==> config.mk <==
export PLATFORM = sky130hd
export DESIGN_NAME = cbu_branch_unit
export DESIGN_NICKNAME = d
export VERILOG_FILES = /design/src/cbu_pkg.sv /design/src/cbu_cond.sv /design/src/cbu_branch_unit.sv
export SDC_FILE = /design/constraint.sdc
export NUM_CORES = 1
export LEC_CHECK = 0
export ABC_AREA = 1
export ABC_CLOCK_PERIOD_IN_PS = 1300
export BUFFER_PORTS_ARGS = -buffer_cell sky130_fd_sc_hd__buf_2
export CAP_MARGIN = 0
export CELL_PAD_IN_SITES_DETAIL_PLACEMENT = 2
export CELL_PAD_IN_SITES_GLOBAL_PLACEMENT = 2
export CORE_MARGIN = 10
export CORE_UTILIZATION = 24
export DETAILED_ROUTE_END_ITERATION = 16
export GPL_TIMING_DRIVEN = 1
export PLACE_DENSITY = 0.84
export SYNTH_ARGS = -nofsm -noshare
export SYNTH_HDL_FRONTEND = slang
export SYNTH_SLANG_ARGS = --single-unit
==> constraint.sdc <==
create_clock -name core_clk -period 1.3 [get_ports core_clk]
set_clock_uncertainty 0.05 [all_clocks]
set_input_delay 0.26 -clock core_clk [delete_from_list [all_inputs] [get_ports core_clk]]
set_output_delay 0.26 -clock core_clk [all_outputs]
set_load 0.05 [all_outputs]
==> src/cbu_pkg.sv <==
package cbu_pkg;

  localparam int PC_W = 16;
  localparam int OFS_W = 7;

  // Status register bit positions
  localparam int SREG_C = 0;
  localparam int SREG_N = 2;
  localparam int SREG_V = 3;
  localparam int SREG_H = 5;
  localparam int SREG_T = 6;

  localparam logic [PC_W-1:0] PC_RESET = 16'h0000;
  localparam logic [PC_W-1:0] PC_STEP = 16'h0001;
  localparam logic [1:0] CYC_NOT_TAKEN = 2'h1;
  localparam logic [1:0] CYC_TAKEN = 2'h2;

  typedef enum logic [3:0] {
    branch_same_or_higher,
    branch_lower,
    branch_minus,
    branch_plus,
    branch_greater_equal_signed,
    branch_less_than_signed,
    branch_half_carry_set,
    branch_half_carry_clear,
    branch_transfer_bit_set
  } cbu_op_type;

  typedef struct packed {
    logic valid;
    cbu_op_type op;
    logic [OFS_W-1:0] offset;
  } cbu_req_type;

  typedef struct packed {
    logic load;
    logic [PC_W-1:0] target;
    logic taken;
    logic busy;
  } cbu_rsp_type;

endpackage

==> src/cbu_cond.sv <==
`timescale 1ns/1ps
module cbu_cond (
  input wire cbu_pkg::cbu_op_type op,
  input wire logic [7:0] sreg,
  output logic hit
);

  always_comb
  begin
    unique case (op)
      cbu_pkg::branch_same_or_higher: hit = ~sreg[cbu_pkg::SREG_C];
      cbu_pkg::branch_lower: hit = sreg[cbu_pkg::SREG_C];
      cbu_pkg::branch_minus: hit = sreg[cbu_pkg::SREG_N];
      cbu_pkg::branch_plus: hit = ~sreg[cbu_pkg::SREG_N];
      cbu_pkg::branch_greater_equal_signed: hit = ~(sreg[cbu_pkg::SREG_N] ^ sreg[cbu_pkg::SREG_V]);
      cbu_pkg::branch_less_than_signed: hit = sreg[cbu_pkg::SREG_N] ^ sreg[cbu_pkg::SREG_V];
      cbu_pkg::branch_half_carry_set: hit = sreg[cbu_pkg::SREG_H];
      cbu_pkg::branch_half_carry_clear: hit = ~sreg[cbu_pkg::SREG_H];
      cbu_pkg::branch_transfer_bit_set: hit = sreg[cbu_pkg::SREG_T];
      default: hit = 1'b0;
    endcase
  end

endmodule

==> src/cbu_branch_unit.sv <==
// Function
// - Same-or-higher branch taken only when carry is clear.
// - Lower branch taken only when carry is set.
// - Minus branch taken only when negative flag is one.
// - Plus branch taken only when negative flag is zero.
// - Signed greater-or-equal taken only when negative xor overflow is zero.
// - Signed less-than taken only when negative xor overflow is one.
// - Half-carry-set branch taken only when half carry is one.
// - Half-carry-clear branch taken only when half carry is zero.
// - Transfer-bit-set branch taken only when transfer bit is one.
// - Taken loads PC+offset+1; one cycle not taken, two taken; flags untouched.
`timescale 1ns/1ps
module cbu_branch_unit (
  input wire logic core_clk,
  input wire logic rst,
  input cbu_pkg::cbu_req_type req,
  input wire logic [cbu_pkg::PC_W-1:0] pc,
  input wire logic [7:0] sreg,
  output cbu_pkg::cbu_rsp_type rsp,
  output logic [7:0] sreg_out,
  output logic [1:0] cycles
);

  typedef enum logic [0:0] {
    ST_IDLE,
    ST_SECOND
  } cbu_state_type;

  typedef struct packed {
    cbu_state_type st;
    cbu_pkg::cbu_rsp_type rsp;
    logic [1:0] cycles;
    logic [7:0] flags;
  } cbu_regs_type;

  cbu_regs_type state_reg;
  cbu_regs_type state_next;
  logic hit;
  logic [cbu_pkg::PC_W-1:0] ofs_ext;

  cbu_cond u_cond (
    .op(req.op),
    .sreg(sreg),
    .hit(hit)
  );

  assign ofs_ext = {{(cbu_pkg::PC_W-cbu_pkg::OFS_W){req.offset[cbu_pkg::OFS_W-1]}}, req.offset};
  assign sreg_out = state_reg.flags;

  always_comb
  begin
    state_next = state_reg;
    state_next.rsp.load = 1'b0;
    state_next.flags = sreg;
    unique case (state_reg.st)
      ST_IDLE:
      begin
        state_next.rsp.busy = 1'b0;
        if (req.valid)
        begin
          state_next.rsp.taken = hit;
          if (hit)
          begin
            state_next.rsp.target = pc + ofs_ext + cbu_pkg::PC_STEP;
            state_next.rsp.busy = 1'b1;
            state_next.cycles = cbu_pkg::CYC_TAKEN;
            state_next.st = ST_SECOND;
          end
          else
          begin
            state_next.cycles = cbu_pkg::CYC_NOT_TAKEN;
          end
        end
      end
      ST_SECOND:
      begin
        state_next.rsp.load = 1'b1;
        state_next.rsp.busy = 1'b0;
        state_next.st = ST_IDLE;
      end
    endcase
  end

  always_ff @(posedge core_clk or posedge rst)
  begin
    if (rst)
    begin
      state_reg <= '{st: ST_IDLE, rsp: '{load: 1'b0, target: cbu_pkg::PC_RESET, taken: 1'b0, busy: 1'b0},
                     cycles: 2'h0, flags: 8'h00};
    end
    else
    begin
      state_reg <= state_next;
    end
  end

  assign rsp = state_reg.rsp;
  assign cycles = state_reg.cycles;
endmodule

==> results of run 1 <==
-- synth_stat cells (all sizes together) --
cell type / number / area [sq um]
nand3b: 5 / 37.5
dfrtp: 28 / 701
xor2: 4 / 35.0
o21ai: 3 / 22.5
or2: 3 / 18.8
nand2: 128 / 508
nor2: 16 / 76.3
buf: 4 / 46.3
nand4: 2 / 12.5
inv: 49 / 189
fa: 1 / 20.0
nor3: 1 / 5.00
a21oi: 9 / 48.8
xnor2: 2 / 17.5
ha: 15 / 188
nand3: 18 / 90.1
and2: 3 / 18.8
-- layout make-up --
cell class / count / area (sq um)
fill: 939 / 5020
multi-input combinational: 210 / 1380
sequential: 28 / 701
timing repair buffer: 100 / 688
inverter: 49 / 220
tap: 105 / 131
clock buffer: 4 / 55.1
timing repair inverter: 2 / 27.5
-- registers in the layout (all words and copies together), names as in the netlist --
| register | count |
|---|---|
| rsp | 19 |
| sreg_out | 8 |
| cycles | 1 |
-- worst paths after layout --
check,startpoint,end,slack (ns),cells past startpoint
setup / recovery,rsp[0],rsp[3],-0.28,9
hold / removal,sreg[1],sreg_out[1],0.03,1
setup reg to reg,rsp[0],rsp[3],-0.28,9
hold reg to reg,rsp[2],rsp[2],0.43,2
max in group asynchronous,rst,rsp[11],0.37,4
min in group asynchronous,rst,sreg_out[4],0.56,4
-- metal layers --
metal | routed length [microns] | track usage, % | part of all wire [%] | vias up
met4 | 163 | 2.71 | 1.9 | 0
met5 | 0 | 0 | 0 | -
met3 | 289 | 2.18 | 3.3 | 10
li1 | - | - | - | 1089
met2 | 5000 | 28.1 | 57 | 45
met1 | 3340 | 14.8 | 38 | 1111
-- kinds of logic (layout without fill, tap and decap cells) --
logic type | Yosys count | in the layout
flops | 28 | 28
buf+inv | 53 | 155
simple gates | 176 | 176
fa+ha+maj | 16 | 16
compound gates | 12 | 12
xor+xnor | 6 | 6
-- metrics by stage --
stage,setup TNS [ns],utilization (%),worst slack (ns),total power [mW],instance area (sq um)
2_1_floorplan,-1.18,-,-0.190,2.52,2210
3_3_place_gp,-5.70,34.2,-0.492,3.07,2810
3_5_place_dp,-6.57,34.2,-0.597,3.13,2810
4_1_cts,-2.69,38.1,-0.210,3.86,3130
5_1_grt,-5.47,38.9,-0.340,4.20,3200
6_report,-4.16,38.9,-0.279,3.95,3200
-- power by group --
group,switching (mW),total (mW),internal [mW],leakage [nW]
Combinational,1.47,2.18,0.706,1.37
Clock,0.292,0.565,0.272,0.0288
Sequential,0.150,1.21,1.06,0.343
Total,1.91,3.95,2.04,1.74
-- what timing repair did --
action                     in CTS  in global routing
hold endpoints to repair       28                  0
setup buffers                  10                  2
gates resized for setup        43                 26
gates cloned                    3                  0
hold buffers                    1                  0
pin swaps                      14                  6
setup endpoints to repair      19                 31
==> impl_metrics.json, run 1 <==
{
  "crit_path_max_incr_delay_ns": 0.41,
  "syn_area_sq_um": 2030,
  "die_area_sq_um": 12600,
  "fmax_ghz": 0.633,
  "rows": 33,
  "place_congestion": 0.773,
  "cp_num_buf_inv": 3,
  "drive_above_1_share_pct": 44.0,
  "crit_type": "reg -> reg",
  "core_area_sq_um": 8220,
  "fin_cells": 498,
  "ant_nets": 0,
  "final_cell_mix": "97 x nand2_1, 51 x buf_2, 43 x inv_1",
  "crit_slowest_cell": "dfrtp_1",
  "maxCapViolCount": 0,
  "path_clk_slew_ns": 0.10,
  "synth_seq_cells": 28,
  "vias": 2255,
  "cts.sinks": 28,
  "grt_pass1_vias": 2752,
  "cts_tree": "yes",
  "power_density_nw_per_um2": 1240,
  "clockBufferDepth": 2,
  "endpoint_kind": "register",
  "drc": 0,
  "overflow": 0,
  "cp_top_family": "simple AND/OR/NAND/NOR gates",
  "via_per_inst": 4.53,
  "synth.avg_cell_area_sq_um": 6.99,
  "grt_pass1_wl_microns": 14500,
  "setup_ws_ns": -0.279,
  "max-slew-margin-rel_pct": 75.0,
  "min_period_ns": 1.58,
  "track_usage_pct": 14.0,
  "grt_antenna_before_repair": 0,
  "cts_root_buf": "clkbuf_8",
  "drv_slew": 0,
  "routed_wl_microns": 8800,
  "crit_arrival_ns": 1.75,
  "timing.critical_path.mode_cell": "nand2_1",
  "synth-simple-area-share_pct": 37.7,
  "status": "complete, but fails checks",
  "hold_class": "in -> reg",
  "fp.dieH_microns": 112,
  "worstMarginPinSlew_ns": 0.376,
  "syn_nets": 345,
  "synthCells": 291,
  "numPortBuffers": 66,
  "yosysWarnings": 0,
  "dp.cells": 480,
  "ys_types": 25,
  "diodes": 0,
  "die_w_microns": 112,
  "nets": 448,
  "area_growth_syn_to_layout_pct": 57.2,
  "violations": "setup timing",
  "muxShareOfSynthArea_pct": 0,
  "ir_drop_mv": 1.01,
  "cp_max_fo": 6,
  "p_leak_nw": 1.74,
  "start_util_pct": 24.8,
  "place_hpwl_microns": 6100,
  "layout_commonest_cell": "nand2_1",
  "synth_compound_area_share_pct": 3.51,
  "setup_violations": 19,
  "cp_data_required_time_ns": 1.47,
  "hold_violations": 0,
  "synth_fa_ha_area_share_pct": 10.2,
  "clock_latency_ns": 0.28,
  "grt_max_degree": 29,
  "whs_ns": 0.0261,
  "grt_setup_unrepaired": "true",
  "wl_per_cell_microns": 17.7,
  "crit_chain": "nor2_2 > inv_2 > a21oi_4 > o21ai_4 > nor2_8 > buf_12 > buf_8 > nand2_1 > nand2_1",
  "first_pass_iters": 4,
  "synth_top_family_by_area": "simple AND/OR/NAND/NOR gates",
  "fin_crit_sh_pct": 121,
  "htreeDepth": 1,
  "synth_xor_area_share_pct": 2.58,
  "cts_buffers": 3,
  "initialDrtViolationCount": 59,
  "cp-start-kind": "register",
  "ios": 67,
  "ys_seq_area_share_pct": 34.4
}
Note: power is estimated with default switching activity, not from simulation.
==> inputs of run 2 (changes only) <==
--- a/config.mk
+++ b/config.mk
@@ -5,17 +5,16 @@
 export SDC_FILE = /design/constraint.sdc
 export NUM_CORES = 1
 export LEC_CHECK = 0
-export ABC_AREA = 1
 export ABC_CLOCK_PERIOD_IN_PS = 1300
 export BUFFER_PORTS_ARGS = -buffer_cell sky130_fd_sc_hd__buf_2
 export CAP_MARGIN = 0
 export CELL_PAD_IN_SITES_DETAIL_PLACEMENT = 2
 export CELL_PAD_IN_SITES_GLOBAL_PLACEMENT = 2
 export CORE_MARGIN = 10
-export CORE_UTILIZATION = 24
+export CORE_UTILIZATION = 27
 export DETAILED_ROUTE_END_ITERATION = 16
 export GPL_TIMING_DRIVEN = 1
-export PLACE_DENSITY = 0.84
+export PLACE_DENSITY = 0.86
 export SYNTH_ARGS = -nofsm -noshare
 export SYNTH_HDL_FRONTEND = slang
 export SYNTH_SLANG_ARGS = --single-unit
==> run 2 against run 1 <==
The flow still finishes with violations (setup timing). Count of clock-buffer cells in the layout is 1 lower. Global-route usage is 1.5 points higher. Combinational power is 15% higher. Core utilization is 8.8 points higher. Sequential share of layout area is 1.2 points higher. Clock power is 30% higher. Synthesized cell count is 45% lower. Cell count is 28% lower. Fmax is 23% lower. Critical path depth is 2 higher. Largest cell class unchanged. Routed wire length is 11% lower. First-iteration DRC count is 39% lower.
==> impl_metrics.json, run 2 <==
{
  "internal_power_mw": 2.46,
  "layout_commonest_cell": "buf_2",
  "track_usage_pct": 15.5,
  "numPortBuffers": 66,
  "wl_per_cell_microns": 21.9,
  "hold_violations": 0,
  "yosysWarnings": 0,
  "synth.top_cell.area_share_pct": 39.8,
  "place_congestion": 0.793,
  "min_from": "sreg[4]",
  "diodes": 0,
  "nets": 336,
  "clock_latency_ns": 0.29,
  "synth_ff_type": "dfrtp_1",
  "routed_wl_microns": 7860,
  "p_clk_share_pct": 16.2,
  "cp_data_required_time_ns": 1.44,
  "startpoint": "pc[0]",
  "drv_slew": 0,
  "reg2reg_slack_ns": -0.53,
  "crit_type": "in -> reg",
  "path_clk_slew_ns": 0.11,
  "syn_nets": 215,
  "final_cell_mix": "56 x buf_2, 51 x buf_4, 28 x dfrtp_1",
  "grt_pass1_vias": 2166,
  "cts_buffers": 3,
  "die_w_microns": 101,
  "vias": 1781,
  "grt_setup_unrepaired": "true",
  "place_hpwl_microns": 5370,
  "grt_pass1_wl_microns": 12300,
  "ir_drop_mv": 1.13,
  "power_density_nw_per_um2": 1490,
  "first_pass_iters": 4,
  "cts_tree": "yes",
  "setup_ws_ns": -0.756,
  "rows": 29,
  "fmax_ghz": 0.486,
  "synth-async-reset-ratio_pct": 100,
  "grt_antenna_before_repair": 0,
  "via_per_inst": 4.97,
  "drive_above_1_share_pct": 63.3,
  "synthCells": 161,
  "yosys.cell_count.top_type": "dfrtp_1",
  "cp_max_fo": 3,
  "grt_max_degree": 29,
  "synth_seq_cells": 28,
  "endpoint_kind": "register",
  "combinationalPowerShare_pct": 55.5,
  "yosysTopAreaCell": "dfrtp_1",
  "violations": "setup timing",
  "ys_types": 35,
  "nFillCells": 648,
  "reg2reg_from": "rsp[0]",
  "netlist_top_cells_count": "28 x dfrtp_1, 15 x ha_1, 15 x nand2_1, 14 x a21oi_1",
  "overflow": 0,
  "htreeDepth": 1,
  "seqCellArea_sq_um": 701,
  "min_period_ns": 2.06,
  "ant_nets": 0,
  "yosys-top-cells-area": "dfrtp_1 40%, ha_1 11%, mux2_4 8.5%",
  "largest_reg_flops": 19,
  "die_area_sq_um": 10100,
  "clockBufferDepth": 2,
  "ios": 67,
  "fin_cells": 358,
  "drc": 0,
  "fin_crit_sh_pct": 158,
  "area_growth_syn_to_layout_pct": 72.4,
  "crit_arrival_ns": 2.19,
  "switching_share_pct": 45.4,
  "initialDrtViolationCount": 36,
  "max-slew-margin-rel_pct": 72.5,
  "hold_path_depth": 1,
  "hold_path_end": "sreg_out[4]",
  "synth.avg_cell_area_sq_um": 10.9,
  "start_util_pct": 27.7,
  "fp.dieH_microns": 101,
  "status": "complete, but fails checks",
  "multiInputGateArea_sq_um": 1300,
  "pre_cts_ws_ns": -1.22,
  "ys_seq_area_share_pct": 39.8,
  "core_area_sq_um": 6350,
  "cts.sinks": 28,
  "reg2regPathDepth": 5,
  "rr_endpoint": "rsp[12]",
  "syn_area_sq_um": 1760,
  "maxCapViolCount": 0,
  "worstMarginPinSlew_ns": 0.411,
  "hold_class": "in -> reg",
  "p_seq_share_pct": 28.3,
  "setup_violations": 19,
  "synth_edf_count": 0,
  "dp.cells": 341,
  "power.switching_mw": 2.05,
  "cp-start-kind": "input pin",
  "p_leak_nw": 1.46,
  "cts_root_buf": "clkbuf_8"
}
[run 2: what timing repair did]
item	in CTS	in global routing
cloned	1	0
endpoints found under the hold margin	28	0
buffers inserted	12	4
setup endpoints to repair	20	23
gates resized for setup	44	24
hold buffers	1	0
pin swaps	21	13
[run 2: final cells by class]
cell class	count	area share [%]
sequential	28	23.1
timing repair buffer	120	27.3
clock inverter	1	0.990
tap	77	3.18
inverter	5	1.20
multi-input combinational	124	42.9
clock buffer	3	1.36
[run 2: cell families (layout without fill, tap and decap cells)]
family	count (synthesis)	after routing	synth area share, %
compound gates	42	42	16.6
simple gates	40	40	11.4
flops	28	28	39.8
fa+ha+maj	16	16	11.8
xor+xnor	14	14	6.97
mux	12	12	9.74
buf+inv	9	129	3.70
[run 2: power groups by stage]
stage / combinational (mW) / sequential [mW] / clock [mW]
final: 2.50 / 1.28 / 0.732
after detailed placement: 2.20 / 1.27 / 0
after global placement: 2.12 / 1.25 / 0
after global routing: 2.64 / 1.31 / 0.769
after floorplan: 0.695 / 2.08 / 0
after CTS: 2.40 / 1.26 / 0.738
[run 2: how the worst max path moves through the flow]
stage	to	cells after the start	slack, ns
floorplan	rsp[14]	10	-0.83
global placement	rsp[14]	11	-1.09
detailed placement	rsp[14]	11	-1.22
CTS	rsp[16]	11	-0.75
global route	rsp[16]	11	-0.83
finish	rsp[14]	11	-0.76
[run 2: worst max-delay path: stages]
cell and delay (ns):
buf_8 0.11, inv_12 0.04, ha_4 0.12, inv_2 0.03
fa_2 0.35, a21o_1 0.21, a221oi_4 0.29, o31a_1 0.27
o21ai_2 0.08, xor2_1 0.16, mux2_4 0.26
[run 2: metal layers]
layer | up-vias | wire length (microns) | GRT usage [%]
met4 | 0 | 182 | 5.00
li1 | 820 | - | -
met3 | 13 | 422 | 3.57
met5 | - | 0 | 0
met2 | 53 | 4490 | 30.6
met1 | 895 | 2770 | 15.2
[run 2: stage by stage]
step	hold WS, ns	power [mW]	TNS [ns]	area (sq um)	util, %
after floorplan	0.241	2.77	-7.91	1870	-
after global placement	0.292	3.37	-12.19	2570	40.5
after detailed placement	0.308	3.47	-13.75	2570	40.5
after CTS	0.0166	4.40	-8.74	2970	46.8
after global routing	0.0130	4.72	-11.41	3030	47.8
final	0.0130	4.51	-10.09	3030	47.8
==> inputs of run 3 (changes only) <==
--- a/config.mk
+++ b/config.mk
@@ -11,10 +11,12 @@
 export CELL_PAD_IN_SITES_DETAIL_PLACEMENT = 2
 export CELL_PAD_IN_SITES_GLOBAL_PLACEMENT = 2
 export CORE_MARGIN = 10
-export CORE_UTILIZATION = 27
+export CORE_UTILIZATION = 28
+export CTS_BUF_LIST = sky130_fd_sc_hd__clkbuf_8
+export CTS_CLUSTER_SIZE = 14
 export DETAILED_ROUTE_END_ITERATION = 16
 export GPL_TIMING_DRIVEN = 1
-export PLACE_DENSITY = 0.86
+export PLACE_DENSITY = 0.88
 export SYNTH_ARGS = -nofsm -noshare
 export SYNTH_HDL_FRONTEND = slang
 export SYNTH_SLANG_ARGS = --single-unit
==> run 3 against run 2 <==
Power rose by 4.9%. Combinational power grew 7%. Largest power group unchanged. Core utilization up 3.8 points. Setup slack worse by 0.032 ns. The flow still finishes with violations (setup timing). Routed wire length rose by 29%. Via count rose by 6.7%. Highest routed layer unchanged. First-iteration DRC count up 75%. Sequential share of layout area down 0.56 points.
==> impl_metrics.json, run 3 (synthesis results as in run 2) <==
{
  "worstMarginPinSlew_ns": 0.463,
  "wl_met1_microns": 3740,
  "final.setup.tns_ns": -10.76,
  "numPortBuffers": 66,
  "htreeDepth": 1,
  "cts_buffers": 3,
  "grt_pass1_vias": 2264,
  "cp_max_fo": 3,
  "drive_above_1_share_pct": 63.0,
  "p_clk_share_pct": 15.9,
  "initialDrtViolationCount": 63,
  "cts_tree": "yes",
  "path_clk_slew_ns": 0.12,
  "largest_reg_flops": 19,
  "vias": 1901,
  "p_seq_share_pct": 27.5,
  "internal_power_mw": 2.51,
  "reg2reg_from": "rsp[0]",
  "first_pass_iters": 4,
  "grt_pass1_wl_microns": 14100,
  "fp.dieH_microns": 99.3,
  "nFillCells": 607,
  "start_util_pct": 29.2,
  "crit_type": "in -> reg",
  "cts_hold_buf": 0,
  "grt_setup_unrepaired": "true",
  "power.switching_mw": 2.22,
  "core_area_sq_um": 6030,
  "endpoint_kind": "register",
  "cp-start-kind": "input pin",
  "fmax_ghz": 0.479,
  "ios": 67,
  "nets": 336,
  "hold_violations": 0,
  "setup_violations": 19,
  "place_congestion": 0.803,
  "hold_class": "in -> async",
  "total_power_mw": 4.73,
  "combinationalPowerShare_pct": 56.6,
  "ant_nets": 0,
  "clock_latency_ns": 0.29,
  "max-slew-margin-rel_pct": 69.1,
  "wl_per_cell_microns": 28.4,
  "place_hpwl_microns": 5600,
  "grt_antenna_before_repair": 1,
  "fin_area_sq_um": 3110,
  "die_area_sq_um": 9850,
  "cts_root_buf": "clkbuf_8",
  "switching_share_pct": 46.9,
  "status": "complete, but fails checks",
  "power_density_nw_per_um2": 1520,
  "grt_max_degree": 29,
  "rows": 28,
  "pre_cts_ws_ns": -1.20,
  "crit_arrival_ns": 2.23,
  "area_growth_syn_to_layout_pct": 76.7,
  "post-route-util_pct": 51.6,
  "placed_area_sq_um": 2560,
  "layout_commonest_cell": "buf_2",
  "die_w_microns": 99.3,
  "violations": "setup timing",
  "met2_length_microns": 5350,
  "maxCapViolCount": 0,
  "clockBufferDepth": 2,
  "via_per_inst": 5.32,
  "drv_slew": 0,
  "startpoint": "pc[0]",
  "ir_drop_mv": 1.01,
  "final_cell_mix": "49 x buf_2, 45 x buf_4, 28 x dfrtp_1",
  "p_leak_nw": 1.47,
  "drc": 0,
  "top_layer": "met4",
  "fin_crit_sh_pct": 161,
  "routed_wl_microns": 10100,
  "seqCellArea_sq_um": 701,
  "multiInputGateArea_sq_um": 1330,
  "track_usage_pct": 18.4,
  "cp_data_required_time_ns": 1.44,
  "min_period_ns": 2.09,
  "wl_met3_microns": 565,
  "cts.sinks": 28,
  "overflow": 0,
  "setup_ws_ns": -0.788
}
[run 3: cell types whose count changed in the layout (fill, tap and decap cells not counted), sizes merged]
| cell | delta |
|---|---|
| buf | -8 |
| clkbuf | +9 |
| dlygate4sd3 | -1 |
| diode | +1 |
[run 3: timing repair]
| item | in CTS | in global routing |
|---|---|---|
| setup endpoints to repair | 19 | 30 |
| resized for setup | 42 | 36 |
| cloned | 1 | 0 |
| setup buffers | 14 | 4 |
| pin swaps | 22 | 12 |
[run 3: layout make-up]
class                      instances  area share [%]
tap                               75            3.02
multi-input combinational        124            42.8
antenna                            1          0.0805
inverter                           5            1.17
clock inverter                     1           0.966
clock buffer                       3            1.33
timing repair buffer             120            28.1
sequential                        28            22.5
[run 3: final timing paths]
kind	endpoint	depth (start not counted)	slack [ns]
setup / recovery	rsp[14]	11	-0.79
min in group core_clk	sreg_out[7]	1	0.03
hold reg to reg	rsp[14]	1	0.49
setup reg to reg	rsp[4]	8	-0.68
hold / removal	sreg_out[1]	3	0.03
max in group asynchronous	rsp[11]	3	0.89
[run 3: critical path, cell delays in order]
cell      delay, ns
buf_12         0.11
inv_12         0.04
ha_4           0.12
inv_2          0.04
fa_2           0.37
a21o_1         0.23
a221oi_4       0.27
o31a_1         0.26
o21ai_2        0.11
xor2_1         0.15
mux2_4         0.26
[run 3: layer usage]
| metal | track usage (%) | up-vias |
|---|---|---|
| met1 | 18.3 | 967 |
| met3 | 3.88 | 26 |
| met5 | 0 | - |
| met4 | 7.83 | 0 |
| met2 | 35.5 | 92 |
| li1 | - | 816 |
[run 3: power groups by stage]
stage / clock (mW) / sequential, mW / combinational, mW
3_5_place_dp: 0 / 1.27 / 2.21
4_1_cts: 0.723 / 1.26 / 2.40
2_1_floorplan: 0 / 2.08 / 0.695
3_3_place_gp: 0 / 1.25 / 2.11
6_report: 0.752 / 1.30 / 2.68
5_1_grt: 0.798 / 1.32 / 2.78
[run 3: stage by stage]
stage	hold WS, ns	cells
floorplan	0.241	161
global placement	0.292	337
detailed placement	0.319	337
CTS	0.0149	355
global route	0.0165	357
finish	0.0273	357
